==> src/common/ctrl_port_pkg.sv <==
// Purpose: Shared constants for the serial control port and its digital pins.
// Assumes: One instruction byte followed by one data byte per transfer.
// Notes: Register indices and field positions are local to this block.
package ctrl_port_pkg;
  localparam int INSTR_BITS = 8;
  localparam int DATA_BITS = 8;
  localparam int CNT_W = 4;
  localparam logic [3:0] LAST_INSTR_CNT = 4'h7;
  localparam logic [3:0] LAST_DATA_CNT = 4'hF;
  // Instruction byte layout: read flag and register index.
  localparam int READ_FLAG_BIT = 7;
  localparam int ADDR_W = 3;
  localparam int NUM_REGS = 8;
  localparam logic [2:0] CTRL_ZERO_IDX = 3'h0;
  localparam logic [2:0] CTRL_ONE_IDX = 3'h1;
  localparam logic [2:0] STATUS_IDX = 3'h7;
  // Field positions.
  localparam int AUX_SEL_LSB = 4;
  localparam int AUX_SEL_W = 2;
  localparam int LATCH_BIT = 0;
  localparam int KEY_STATUS_BIT = 0;
  localparam logic [7:0] REG_RESET = 8'h00;
  // Auxiliary timing clock frequency codes.
  localparam logic [1:0] AUX_512K = 2'h0;
  localparam logic [1:0] AUX_1536K = 2'h1;
  localparam logic [1:0] AUX_2048K = 2'h2;
  localparam logic [1:0] AUX_2560K = 2'h3;
  localparam int AUX_512K_KHZ = 512;
  localparam int AUX_1536K_KHZ = 1536;
  localparam int AUX_2048K_KHZ = 2048;
  localparam int AUX_2560K_KHZ = 2560;
  typedef enum logic [3:0] {
    ST_IDLE = 4'h1,
    ST_INSTR = 4'h2,
    ST_DATA = 4'h4,
    ST_DONE = 4'h8
  } port_state_t;
endpackage

==> src/rtl/codec_control_port_pins.sv <==
// Purpose: Serial control port slave plus latch output, key sense and aux clock pins.
// Assumes: clk_sys is well above twice the control clock rate; all pins are asynchronous.
// Notes: Control clock edges are found by oversampling; no logic runs on ctrl_clk itself.
`timescale 1ns/10ps
`default_nettype none
module codec_control_port_pins
  import ctrl_port_pkg::*;
#(
  parameter int REG_COUNT = NUM_REGS
) (
  input wire logic clk_sys,
  input wire logic reset,
  input wire logic ce,
  input wire logic ctrl_clk,
  input wire logic chip_select_n,
  input wire logic ctrl_serial_in,
  output logic ctrl_serial_out,
  output logic ctrl_serial_out_en,
  output logic latch_out_pin,
  input wire logic remote_key_in,
  output logic remote_key_pressed,
  input wire logic aux_timing_clk,
  output logic [AUX_SEL_W-1:0] aux_freq_sel,
  output logic aux_tick,
  input wire logic por_event
);
  logic [4:0] pins_sync;
  logic clk_prev;
  logic aux_prev;
  port_state_t state;
  port_state_t next_state;
  logic [CNT_W-1:0] bit_cnt;
  logic [INSTR_BITS-1:0] instr;
  logic [DATA_BITS-1:0] shift_in;
  logic [DATA_BITS-1:0] regs [REG_COUNT];

  // Resynchronise every pin before use; the slow link clock is sampled, not used as a clock.
  // Reset values match the idle pins (key released, deselected, clocks and data low), so no false edge follows reset.
  pin_sync #(.WIDTH(5), .INIT(5'h18)) u_sync (
    .clk_sys(clk_sys),
    .reset(reset),
    .ce(ce),
    .pin_in({remote_key_in, chip_select_n, aux_timing_clk, ctrl_clk, ctrl_serial_in}),
    .pin_sync_out(pins_sync)
  );

  wire sin_sync = pins_sync[0];
  wire clk_sync = pins_sync[1];
  wire aux_sync = pins_sync[2];
  wire cs_n_sync = pins_sync[3];
  wire key_sync = pins_sync[4];
  wire selected = !cs_n_sync;
  wire rise_evt = ce && selected && clk_sync && !clk_prev;
  wire fall_evt = ce && selected && !clk_sync && clk_prev;
  wire is_read = instr[READ_FLAG_BIT];
  wire [ADDR_W-1:0] addr = instr[ADDR_W-1:0];
  wire [DATA_BITS-1:0] next_shift = {shift_in[DATA_BITS-2:0], sin_sync};
  wire instr_done = rise_evt && (state == ST_INSTR) && (bit_cnt == LAST_INSTR_CNT);
  wire wr_commit = rise_evt && (state == ST_DATA) && (bit_cnt == LAST_DATA_CNT) && !is_read;
  wire [DATA_BITS-1:0] status_word = {{(DATA_BITS-1){1'b0}}, remote_key_pressed};
  wire [DATA_BITS-1:0] rd_word = (addr == STATUS_IDX) ? status_word : regs[addr];
  wire [2:0] out_idx = ~bit_cnt[2:0];

  always_comb begin
    next_state = state;
    case (state)
      ST_IDLE: begin
        if (selected) begin
          next_state = ST_INSTR;
        end
      end
      ST_INSTR: begin
        if (instr_done) begin
          next_state = ST_DATA;
        end
      end
      ST_DATA: begin
        if (rise_evt && bit_cnt == LAST_DATA_CNT) begin
          next_state = ST_DONE;
        end
      end
      ST_DONE: begin
        next_state = ST_DONE;
      end
      default: begin
        next_state = ST_IDLE;
      end
    endcase
    // Deselecting aborts any partial transfer without a register write.
    if (!selected) begin
      next_state = ST_IDLE;
    end
  end

  always_ff @(posedge clk_sys) begin
    if (reset) begin
      state <= ST_IDLE;
      clk_prev <= 1'b0;
      aux_prev <= 1'b0;
    end else if (ce) begin
      state <= next_state;
      clk_prev <= clk_sync;
      aux_prev <= aux_sync;
    end
  end

  always_ff @(posedge clk_sys) begin
    if (reset) begin
      bit_cnt <= '0;
      instr <= '0;
      shift_in <= '0;
    end else if (!selected && ce) begin
      bit_cnt <= '0;
    end else if (rise_evt && state != ST_DONE) begin
      bit_cnt <= bit_cnt + 4'h1;
      shift_in <= next_shift;
      if (state == ST_INSTR) begin
        instr <= next_shift;
      end
    end
  end

  // Output data changes only on falling edges, so the host samples it stable on the rise.
  always_ff @(posedge clk_sys) begin
    if (reset) begin
      ctrl_serial_out <= 1'b0;
    end else if (fall_evt && state == ST_DATA && is_read) begin
      ctrl_serial_out <= rd_word[out_idx];
    end
  end

  assign ctrl_serial_out_en = selected && (state == ST_DATA) && is_read;

  genvar g;
  generate
    for (g = 0; g < REG_COUNT; g++) begin : g_reg
      always_ff @(posedge clk_sys) begin
        if (reset || (ce && por_event)) begin
          regs[g] <= REG_RESET;
        end else if (wr_commit && addr == ADDR_W'(g) && addr != STATUS_IDX) begin
          regs[g] <= next_shift;
        end
      end
    end
  endgenerate

  assign latch_out_pin = !regs[CTRL_ONE_IDX][LATCH_BIT];
  assign aux_freq_sel = regs[CTRL_ZERO_IDX][AUX_SEL_LSB +: AUX_SEL_W];

  always_ff @(posedge clk_sys) begin
    if (reset) begin
      remote_key_pressed <= 1'b0;
      aux_tick <= 1'b0;
    end else if (ce) begin
      remote_key_pressed <= !key_sync;
      aux_tick <= aux_sync && !aux_prev;
    end
  end

  chk_capture_bit: assert property (@(posedge clk_sys) disable iff (reset)
    (rise_evt && state == ST_INSTR) |=> (instr[0] == $past(sin_sync)))
    else $error("serial input bit not captured on rising edge");
  chk_cs_ignore: assert property (@(posedge clk_sys) disable iff (reset)
    (ce && cs_n_sync) |=> (state == ST_IDLE && bit_cnt == 4'h0))
    else $error("transfer state kept while deselected");
  chk_write_no_drive: assert property (@(posedge clk_sys) disable iff (reset)
    (state == ST_DATA && !is_read) |-> !ctrl_serial_out_en)
    else $error("output driven during a write instruction");
  chk_latch_pin: assert property (@(posedge clk_sys) disable iff (reset)
    (wr_commit && addr == CTRL_ONE_IDX && !por_event) |=> (latch_out_pin == !$past(sin_sync)))
    else $error("latch pin not inverse of written bit");
  chk_key_sense: assert property (@(posedge clk_sys) disable iff (reset)
    (ce && !key_sync) |=> remote_key_pressed)
    else $error("low key input not seen as pressed");
  chk_aux_select: assert property (@(posedge clk_sys) disable iff (reset)
    (wr_commit && addr == CTRL_ZERO_IDX && !por_event) |=> (aux_freq_sel == $past(next_shift[AUX_SEL_LSB +: AUX_SEL_W])))
    else $error("aux frequency field not updated");
  chk_out_falling: assert property (@(posedge clk_sys) disable iff (reset)
    $changed(ctrl_serial_out) |-> $past(fall_evt))
    else $error("serial output changed away from a falling edge");
  chk_por_high: assert property (@(posedge clk_sys) disable iff (reset)
    (ce && por_event) |=> latch_out_pin)
    else $error("latch pin not high after power-on reset");
  chk_out_release: assert property (@(posedge clk_sys) disable iff (reset)
    cs_n_sync |-> !ctrl_serial_out_en)
    else $error("serial output driven while deselected");

  cov_read_xfer: cover property (@(posedge clk_sys) disable iff (reset)
    (state == ST_DATA && is_read) ##[1:400] (state == ST_DONE));
  cov_write_xfer: cover property (@(posedge clk_sys) disable iff (reset) wr_commit);
  cov_por_latch: cover property (@(posedge clk_sys) disable iff (reset)
    !latch_out_pin ##1 (ce && por_event) ##1 latch_out_pin);
endmodule
`default_nettype wire

==> src/rtl/pin_sync.sv <==
// Purpose: Two-flop synchroniser for a group of asynchronous pins.
// Assumes: Inputs are quasi-static relative to clk_sys or are clocks far below it.
// Notes: The first stage feeds only the second stage.
`timescale 1ns/10ps
`default_nettype none
module pin_sync #(
  parameter int WIDTH = 1,
  parameter logic [WIDTH-1:0] INIT = '0
) (
  input wire logic clk_sys,
  input wire logic reset,
  input wire logic ce,
  input wire logic [WIDTH-1:0] pin_in,
  output logic [WIDTH-1:0] pin_sync_out
);
  logic [WIDTH-1:0] stage_one;

  always_ff @(posedge clk_sys) begin
    if (reset) begin
      stage_one <= INIT;
      pin_sync_out <= INIT;
    end else if (ce) begin
      stage_one <= pin_in;
      pin_sync_out <= stage_one;
    end
  end
endmodule
`default_nettype wire

==> config.mk <==
export PLATFORM = sky130hd
export DESIGN_NAME = codec_control_port_pins
export DESIGN_NICKNAME = d
export VERILOG_FILES = /design/src/common/ctrl_port_pkg.sv /design/src/rtl/codec_control_port_pins.sv /design/src/rtl/pin_sync.sv
export SDC_FILE = /design/constraint.sdc
export NUM_CORES = 1
export LEC_CHECK = 0
export BUFFER_PORTS_ARGS = -buffer_cell sky130_fd_sc_hd__buf_2
export CAP_MARGIN = 40
export CORE_ASPECT_RATIO = 1.75
export CORE_MARGIN = 2
export CORE_UTILIZATION = 60
export CTS_BUF_LIST = sky130_fd_sc_hd__clkbuf_8
export CTS_CLUSTER_DIAMETER = 40
export DETAILED_ROUTE_END_ITERATION = 8
export PLACE_DENSITY_LB_ADDON = 0.25
export SLEW_MARGIN = 0
export SYNTH_ARGS = -nofsm -noshare
export SYNTH_HDL_FRONTEND = slang
export SYNTH_HIERARCHICAL = 1
export SYNTH_SLANG_ARGS = --single-unit
==> constraint.sdc <==
create_clock -name clk_sys -period 3.9 [get_ports clk_sys]
set_input_delay 0.78 -clock clk_sys [delete_from_list [all_inputs] [get_ports clk_sys]]
set_output_delay 0.78 -clock clk_sys [all_outputs]
set_load 0.02 [all_outputs]
* Yosys cells after proc, flatten, opt, wreduce, memory -nomap -nowiden
Memories as Yosys holds them, arrays and structs flattened. A register that Yosys moved wholly into a read port is not among the register bits. Index checks and enable logic that the tools add are counted.
Storage, ports and cells: flip-flop bits (word level) 38, memories kept 1, RAM bits 64, output and inout port bits 7, word-level logic and storage cells 132
Memories:
- regs | words 8, width 8, read ports 3, clocked after memory_dff 1, write ports 8, RTL line codec_control_port_pins.sv:35 | logic [DATA_BITS-1:0] regs [REG_COUNT];
Operators by class: reduce and logical (&&, ||, !) cells 48, bitwise logic cells 10, order comparisons 1, $add $sub $neg 1, muxes and demuxes 43, eq/ne operators 17
Operator list (number):
- $mux 8 | 9
- $logic_and 1x1->1 | 35
- $mux 1 | 27
- $pmux 4 s4 | 1
- $eq 3x3->1 const B | 4
- $mux 4 | 3
- $eq 4x3->1 const B | 2
- $eq 4x4->1 const B | 2
- $or 1x1->1 | 8
- $logic_not 1->1 | 7
- $eq 3x2->1 const B | 2
- $mux 3 | 2
- $reduce_and 3->1 | 2
- $add 4x1->4 const B | 1
- $eq 4x1->1 const B | 1
- $eq 4x2->1 const B | 1
- $lt 3x4->1 const B | 1
- $ne 4x4->1 const B | 1
- $bmux 1 s3 | 1
- $eq 3x1->1 const B | 1
- $logic_not 3->1 | 1
- $ne 3x1->1 const B | 1
- $ne 3x2->1 const B | 1
- $ne 3x3->1 const B | 1
- 5 further kinds | 5

* Logic depth before layout (Yosys ltp)
Gate-level depths: netlist of run 1.
word-level depth 13, depth in mapped cells 7, gate-level depth less buffers 6

* Cells and area by module
The synthesis of run 1 kept the hierarchy.
Modules (own cells, without submodules):
- codec_control_port_pins | area each 4211.5 sq um, sequential area each 2462.4 sq um, times used 1, cells each 320
- pin_sync | area each 362.8 sq um, sequential area each 200.2 sq um, times used 1, cells each 32

* Least setup slack after synthesis of run 1
OpenSTA, ideal clock, no wires.
path kind input-to-reg, from in ce, to mem regs[4][0], enable pin, setup time 0.387 ns, stages 4, data arrival time 2.151 ns, path slack 1.363 ns, path buffers 0, cell sequence and4bb_2 > and3_1 > nand3_1 > o31ai_1
RTL lines:
- start: declaration | RTL line codec_control_port_pins.sv:13 | input wire logic ce,
- end: declaration | RTL line codec_control_port_pins.sv:35

==> impl_metrics.yaml, run 1 <==
status:
  outcome: "finished clean"
layout:
  fill_cells: 571
  areaGrowthSynthToFinish_pct: 8.643
  layout.nets: 387
  register_area_um2: 2663
  diodes: 0
  drive_gt1_share_pct: 19.37
  stdcell_count: 470
  fin_area_um2: 4970
  multi_input_area_um2: 1804
setup_path:
  worstPathArrival_ps: 2810
  r2r-start: "bit_cnt[0]$_SDFFE_PP0P_"
  r2r-end: "regs[4][6]$_SDFFCE_PN0P_"
  path_class: "input port to flip-flop"
  max_stage_delay_ps: 600
  r2r_setup_slack_ps: 1460
  required_ps: 4140
  crit_chain: "buf_2 -> and4bb_2 -> and3_1 -> nand3_1 -> nor4_2 -> and2_1"
  endpoint: "regs[4][6]$_SDFFCE_PN0P_"
  crit_fanout: 27
  worst_setup_path_end_kind: "flip-flop"
  crit_start: "ce"
  crit_slowest_cell: "nor4_2"
  start_kind: "input port"
  rr_worst_depth: 6
placed_design:
  portBuffers: 15
  place_congestion: 0.8953
  placed_cell_area_um2: 4761
  place_ws_ps: 892.8
  dp.cells: 454
  dp.final_hpwl_mm: 6.804
timing:
  fin_setup_tns_ps: 0
  finalClockSkew_ps: 11.81
  finalCriticalPeriod_ps: 2574
  slew_viol_final: 0
  rsz0062_at_grt: "no"
  setup_violations: 0
  worst_pin_slew_ps: 790.7
  relSlewSlack_pct: 47.21
  period_share_pct: 65.99
  hold_viol_final: 0
  timing.fmax_mhz: 388.6
  setup_ws_ps: 1326
cts:
  clk_latency_ps: 370
  cts_hold_buf: 0
  post_cts_buffers: 0
  cts_buffers: 9
  cts_buffer_depth: 2
  path_clk_slew_ps: 90
  cts_tree: "done"
  h-tree-depth: 3
  cts_resized: 0
  clock_sinks: 101
  cts-root-buf: "clkbuf_8"
floorplanning:
  fp.dieW_um: 70.01
  placementRows: 42
  start_util_pct: 61.30
  core_um2: 7462
  dieArea_um2: 8366
  pin_count: 16
  die_height_um: 119.5
flow_run:
  drv_cap: 0
route:
  vias_per_cell: 5.994
  routed_wl_mm: 9.322
  drt_iter0_markers: 246
  route.vias.total: 2817
  drt_first_pass_iters: 4
  wire_per_inst_um: 19.83
  drc: 0
  antenna_left: 0
global_route:
  antenna_found_initial: 0
  grt_max_degree: 35
  first_global_vias: 2783
  track_usage_pct: 24.56
  overflow: 0
  grt_pass1_wl_mm: 15.00
power_and_ir_drop:
  leakagePower_nw: 1.756
  irDropWorstVdd_mv: 0.3111
  cellPowerDensity_nw_per_um2: 404.2
logic_synthesis:
  synth_area_leaders: "edfxtp_1, dfxtp_1, and2_1"
  synth_top_area_share_pct: 42.01
  netlist-cell-type-count: 55
  netlist_area_um2: 4574
  synth_top_area_cell: "edfxtp_1"
  synth-seq-cells: 101
  seq_area_frac_synth_pct: 58.21
  synth_warnings: 6
  async_flop_share_pct: 0
  synthFlopType: "edfxtp_1"
  syn_avg_cell_area_um2: 13.00
  netlist_instances: 352
  synth_edf_count: 64
worst_hold_path:
  hp-class: "flip-flop to flip-flop"
[worst min path at each step]
| stage | startpoint | slack, ps | endpoint | depth (start not counted) |
|---|---|---|---|---|
| 2_1_floorplan | u_sync/pin_sync_out[4]$_SDFFE_PP1P_ | 410 | remote_key_pressed$_SDFFE_PP0P_ | 1 |
| 3_5_place_dp | u_sync/pin_sync_out[4]$_SDFFE_PP1P_ | 430 | remote_key_pressed$_SDFFE_PP0P_ | 1 |
| 5_1_grt | u_sync/pin_sync_out[4]$_SDFFE_PP1P_ | 470 | remote_key_pressed$_SDFFE_PP0P_ | 1 |
| 6_report | u_sync/pin_sync_out[4]$_SDFFE_PP1P_ | 440 | remote_key_pressed$_SDFFE_PP0P_ | 1 |
| 3_3_place_gp | u_sync/pin_sync_out[4]$_SDFFE_PP1P_ | 420 | remote_key_pressed$_SDFFE_PP0P_ | 1 |
| 4_1_cts | u_sync/pin_sync_out[4]$_SDFFE_PP1P_ | 450 | remote_key_pressed$_SDFFE_PP0P_ | 1 |
[cells in the mapped netlist (5+ instances only)]
master,count
edfxtp_1,64
and2_1,57
dfxtp_1,37
nor2_1,25
mux2i_1,23
mux4_2,15
nand2_1,10
o21ai_0,10
a21oi_1,9
nor2b_1,8
nand3_1,7
clkbuf_1,5
nand2b_1,5
nor3_1,5
nor3_2,5
[critical path: cells and delay by family]
family                 cells  cell delay (ps)
buffers and inverters      1              410
and+or+nand+nor            5             1610
[power breakdown]
group | switching [mW] | internal (mW)
sequential | 0.0223 | 1.19
clock | 0.346 | 0.356
combinational | 0.0562 | 0.0402
total | 0.424 | 1.58
[through the flow]
| step | hold WS (ps) | util, % | total power [mW] |
|---|---|---|---|
| after global placement | 416.9 | 63.60 | 1.328 |
| after detailed placement | 430.2 | 63.80 | 1.333 |
| after global routing | 467.2 | 66.60 | 2.076 |
| after CTS | 446.5 | 66.60 | 2.019 |
| final | 442.8 | 66.60 | 2.009 |
| after floorplan | 408.5 | - | 1.291 |
[kinds of logic (layout without fill, tap and decap cells)]
kind of cell	after synthesis	count (layout)	synth area share [%]
adders and majority gates	1	1	0.2735
AOI/OAI and AO/OA	40	40	5.936
and+or+nand+nor	142	142	19.15
buffers and inverters	24	47	2.927
DFF	101	101	58.21
xor gates and xnor gates	4	4	0.7660
other	1	8	0.08198
muxes	39	39	12.66
[flip-flops by register name (all words and copies together) (netlist names), named ones only]
signal	flops
remote_key_pressed	1
u_sync/stage_one	5
shift_in	7
u_sync/pin_sync_out	5
ctrl_serial_out	1
aux_tick	1
bit_cnt	4
state	4
aux_prev	1
regs	64
instr	4
clk_prev	1
[cell type report]
class | count | share of cell area [%]
Clock inverter | 7 | 1.712
Tap cell | 88 | 2.216
Multi-Input combinational cell | 234 | 36.30
Timing Repair Buffer | 26 | 3.323
Sequential cell | 101 | 53.57
Inverter | 5 | 0.3776
Clock buffer | 9 | 2.492
[per-layer routing]
metal,wire [µm],track usage (%)
met4,330,13.82
met2,5246,43.69
met1,3398,26.59
met5,0,0
met3,346,5.290
[cell usage in the layout, fill, tap and decap left out, drive strengths merged, types with 3 or more instances in the layout]
cell type / count
and2: 57
nand2: 10
mux2i: 23
clkbuf: 9
buf: 26
inv: 9
nor3: 10
nor2: 25
nand2b: 5
mux4: 15
xor2: 3
a21oi: 9
conb: 8
nand3b: 5
nand3: 7
a211o: 5
nor2b: 8
edfxtp: 64
o21ai: 12
nor4: 5
dfxtp: 37
No activity file was read; power rests on OpenSTA's default activity.
==> inputs of run 2 (changes only) <==
CORE_UTILIZATION = 58   (was 60)
clock period = 2.2 ns   (was 3.9 ns; I/O delays follow)
==> impl_metrics.yaml, run 2 (synthesis results as in run 1) <==
status:
  outcome: "finished clean"
layout:
  diodes: 0
  register_area_um2: 2663
  reg.largest.list: "regs x64, shift_in x7"
  final_cell_mix: "edfxtp_1, and2_1, dfxtp_1"
  largest_reg_flops: 64
  stdcell_count: 484
  fin_area_um2: 5094
  layout.nets: 401
  final_common_cell: "edfxtp_1"
  top_register: "regs"
  drive_gt1_share_pct: 22.98
  multi_input_area_um2: 1829
  areaGrowthSynthToFinish_pct: 11.35
  fill_cells: 573
power_and_ir_drop:
  power_mw: 3.509
  leakagePower_nw: 1.824
  cellPowerDensity_nw_per_um2: 689.0
  irDropWorstVdd_mv: 0.5973
floorplanning:
  start_util_pct: 60.03
  fp.dieW_um: 71.13
  pin_count: 16
  die_height_um: 121.5
  placementRows: 42
  core_um2: 7620
  dieArea_um2: 8641
timing:
  finalCriticalPeriod_ps: 2087
  finalClockSkew_ps: 10.40
  slew_viol_final: 0
  setup_ws_ps: 113.4
  period_share_pct: 94.85
  hold_viol_final: 0
  hold_slack_ps: 274.0
  worst_pin_slew_ps: 691.8
  setup_violations: 0
  timing.fmax_mhz: 479.2
  rsz0062_at_grt: "yes"
  relSlewSlack_pct: 53.50
global_route:
  grt_pass1_wl_mm: 15.68
  first_global_vias: 2980
  gr-max-usage-layer: "met2"
  track_usage_pct: 25.22
  antenna_found_initial: 0
  grt_use_met1_pct: 25.20
  grt_use_met3_pct: 3.904
  use_met2_pct: 48.01
  grt_max_degree: 28
  overflow: 0
placed_design:
  dp.final_hpwl_mm: 7.349
  placed_cell_area_um2: 4881
  place_ws_ps: 4.401
  dp.cells: 468
  place_congestion: 0.9221
  portBuffers: 15
route:
  vias_per_cell: 5.924
  route.vias.total: 2867
  antenna_left: 0
  drt_iter0_markers: 206
  wire_per_inst_um: 20.55
  routed_wl_mm: 9.944
  drc: 0
  drt_first_pass_iters: 4
cts:
  cts_buffer_depth: 2
  clk_latency_ps: 380
  cts_hold_buf: 0
  cts-root-buf: "clkbuf_8"
  clock_sinks: 101
  h-tree-depth: 3
  path_clk_slew_ps: 100
  cts_buffers: 9
  cts_tree: "done"
setup_path:
  worstPathArrival_ps: 2340
  path_class: "flip-flop to flip-flop"
  r2r-end: "ctrl_serial_out$_SDFFE_PP0P_"
  worst_setup_path_end_kind: "flip-flop"
  required_ps: 2450
  crit_fanout: 11
  r2r_setup_slack_ps: 110
  endpoint: "ctrl_serial_out$_SDFFE_PP0P_"
  rr_worst_depth: 5
  start_kind: "flip-flop"
flow_run:
  drv_cap: 0
worst_hold_path:
  hp-class: "input port to flip-flop"
run 2: cell count changes in the layout (fill, tap and decap cells not counted), moves of 2 or more:
| cell | change |
|---|---|
| o31ai_2 | +2 |
| o31ai_1 | -2 |
| buf_4 | +14 |
| clkinv_1 | +2 |
| inv_1 | -3 |
run 2: stage by stage:
| stage | util, % | setup TNS (ps) |
|---|---|---|
| 2_1_floorplan | - | 0 |
| 5_1_grt | 66.85 | -1.558 |
| 3_3_place_gp | 64.06 | 0 |
| 4_1_cts | 66.65 | 0 |
| 3_5_place_dp | 64.06 | 0 |
| 6_report | 66.85 | 0 |
run 2: layer usage:
metal  up-vias  part of all wire, %
met3        35                  3.2
met5         -                    0
met4         0                  5.5
met1      1399                   35
met2        74                   57
li1       1359                    -
run 2: worst min-delay path by stage:
stage / startpoint / to / slack (ps) / cells past startpoint
3_5_place_dp: u_sync/pin_sync_out[4]$_SDFFE_PP1P_ / remote_key_pressed$_SDFFE_PP0P_ / 420 / 1
4_1_cts: chip_select_n / u_sync/stage_one[3]$_SDFFE_PP1P_ / 260 / 2
5_1_grt: remote_key_in / u_sync/stage_one[4]$_SDFFE_PP1P_ / 270 / 2
3_3_place_gp: u_sync/pin_sync_out[4]$_SDFFE_PP1P_ / remote_key_pressed$_SDFFE_PP0P_ / 420 / 1
6_report: chip_select_n / u_sync/stage_one[3]$_SDFFE_PP1P_ / 270 / 2
2_1_floorplan: u_sync/pin_sync_out[4]$_SDFFE_PP1P_ / remote_key_pressed$_SDFFE_PP0P_ / 410 / 1
run 2: power by group:
part           internal [mW]  leakage (nW)  switching [mW]
clock network          0.554        0.0983           0.624
logic                 0.0793         0.775           0.100
registers               2.11         0.950          0.0449
total                   2.74          1.82           0.769
run 2: what timing repair did:
item / 4_1_cts / 5_1_grt
gates resized for setup: 0 / 2
endpoints found under the setup margin: 0 / 8
setup buffers: 0 / 0
run 2: final cells by class:
class	count	area share [%]
Clock inverter	6	1.179
Inverter	5	0.3685
Multi-Input combinational cell	234	35.91
Sequential cell	101	52.27
Tap cell	88	2.162
Timing Repair Buffer	40	5.404
Clock buffer	10	2.702
run 2: worst max-delay path: stages, from the launching register on:
cell and delay, ps:
dfxtp_1 420, buf_4 250, mux4_2 510, a2111oi_0 510, a2111o_1 190, o21ai_1 70
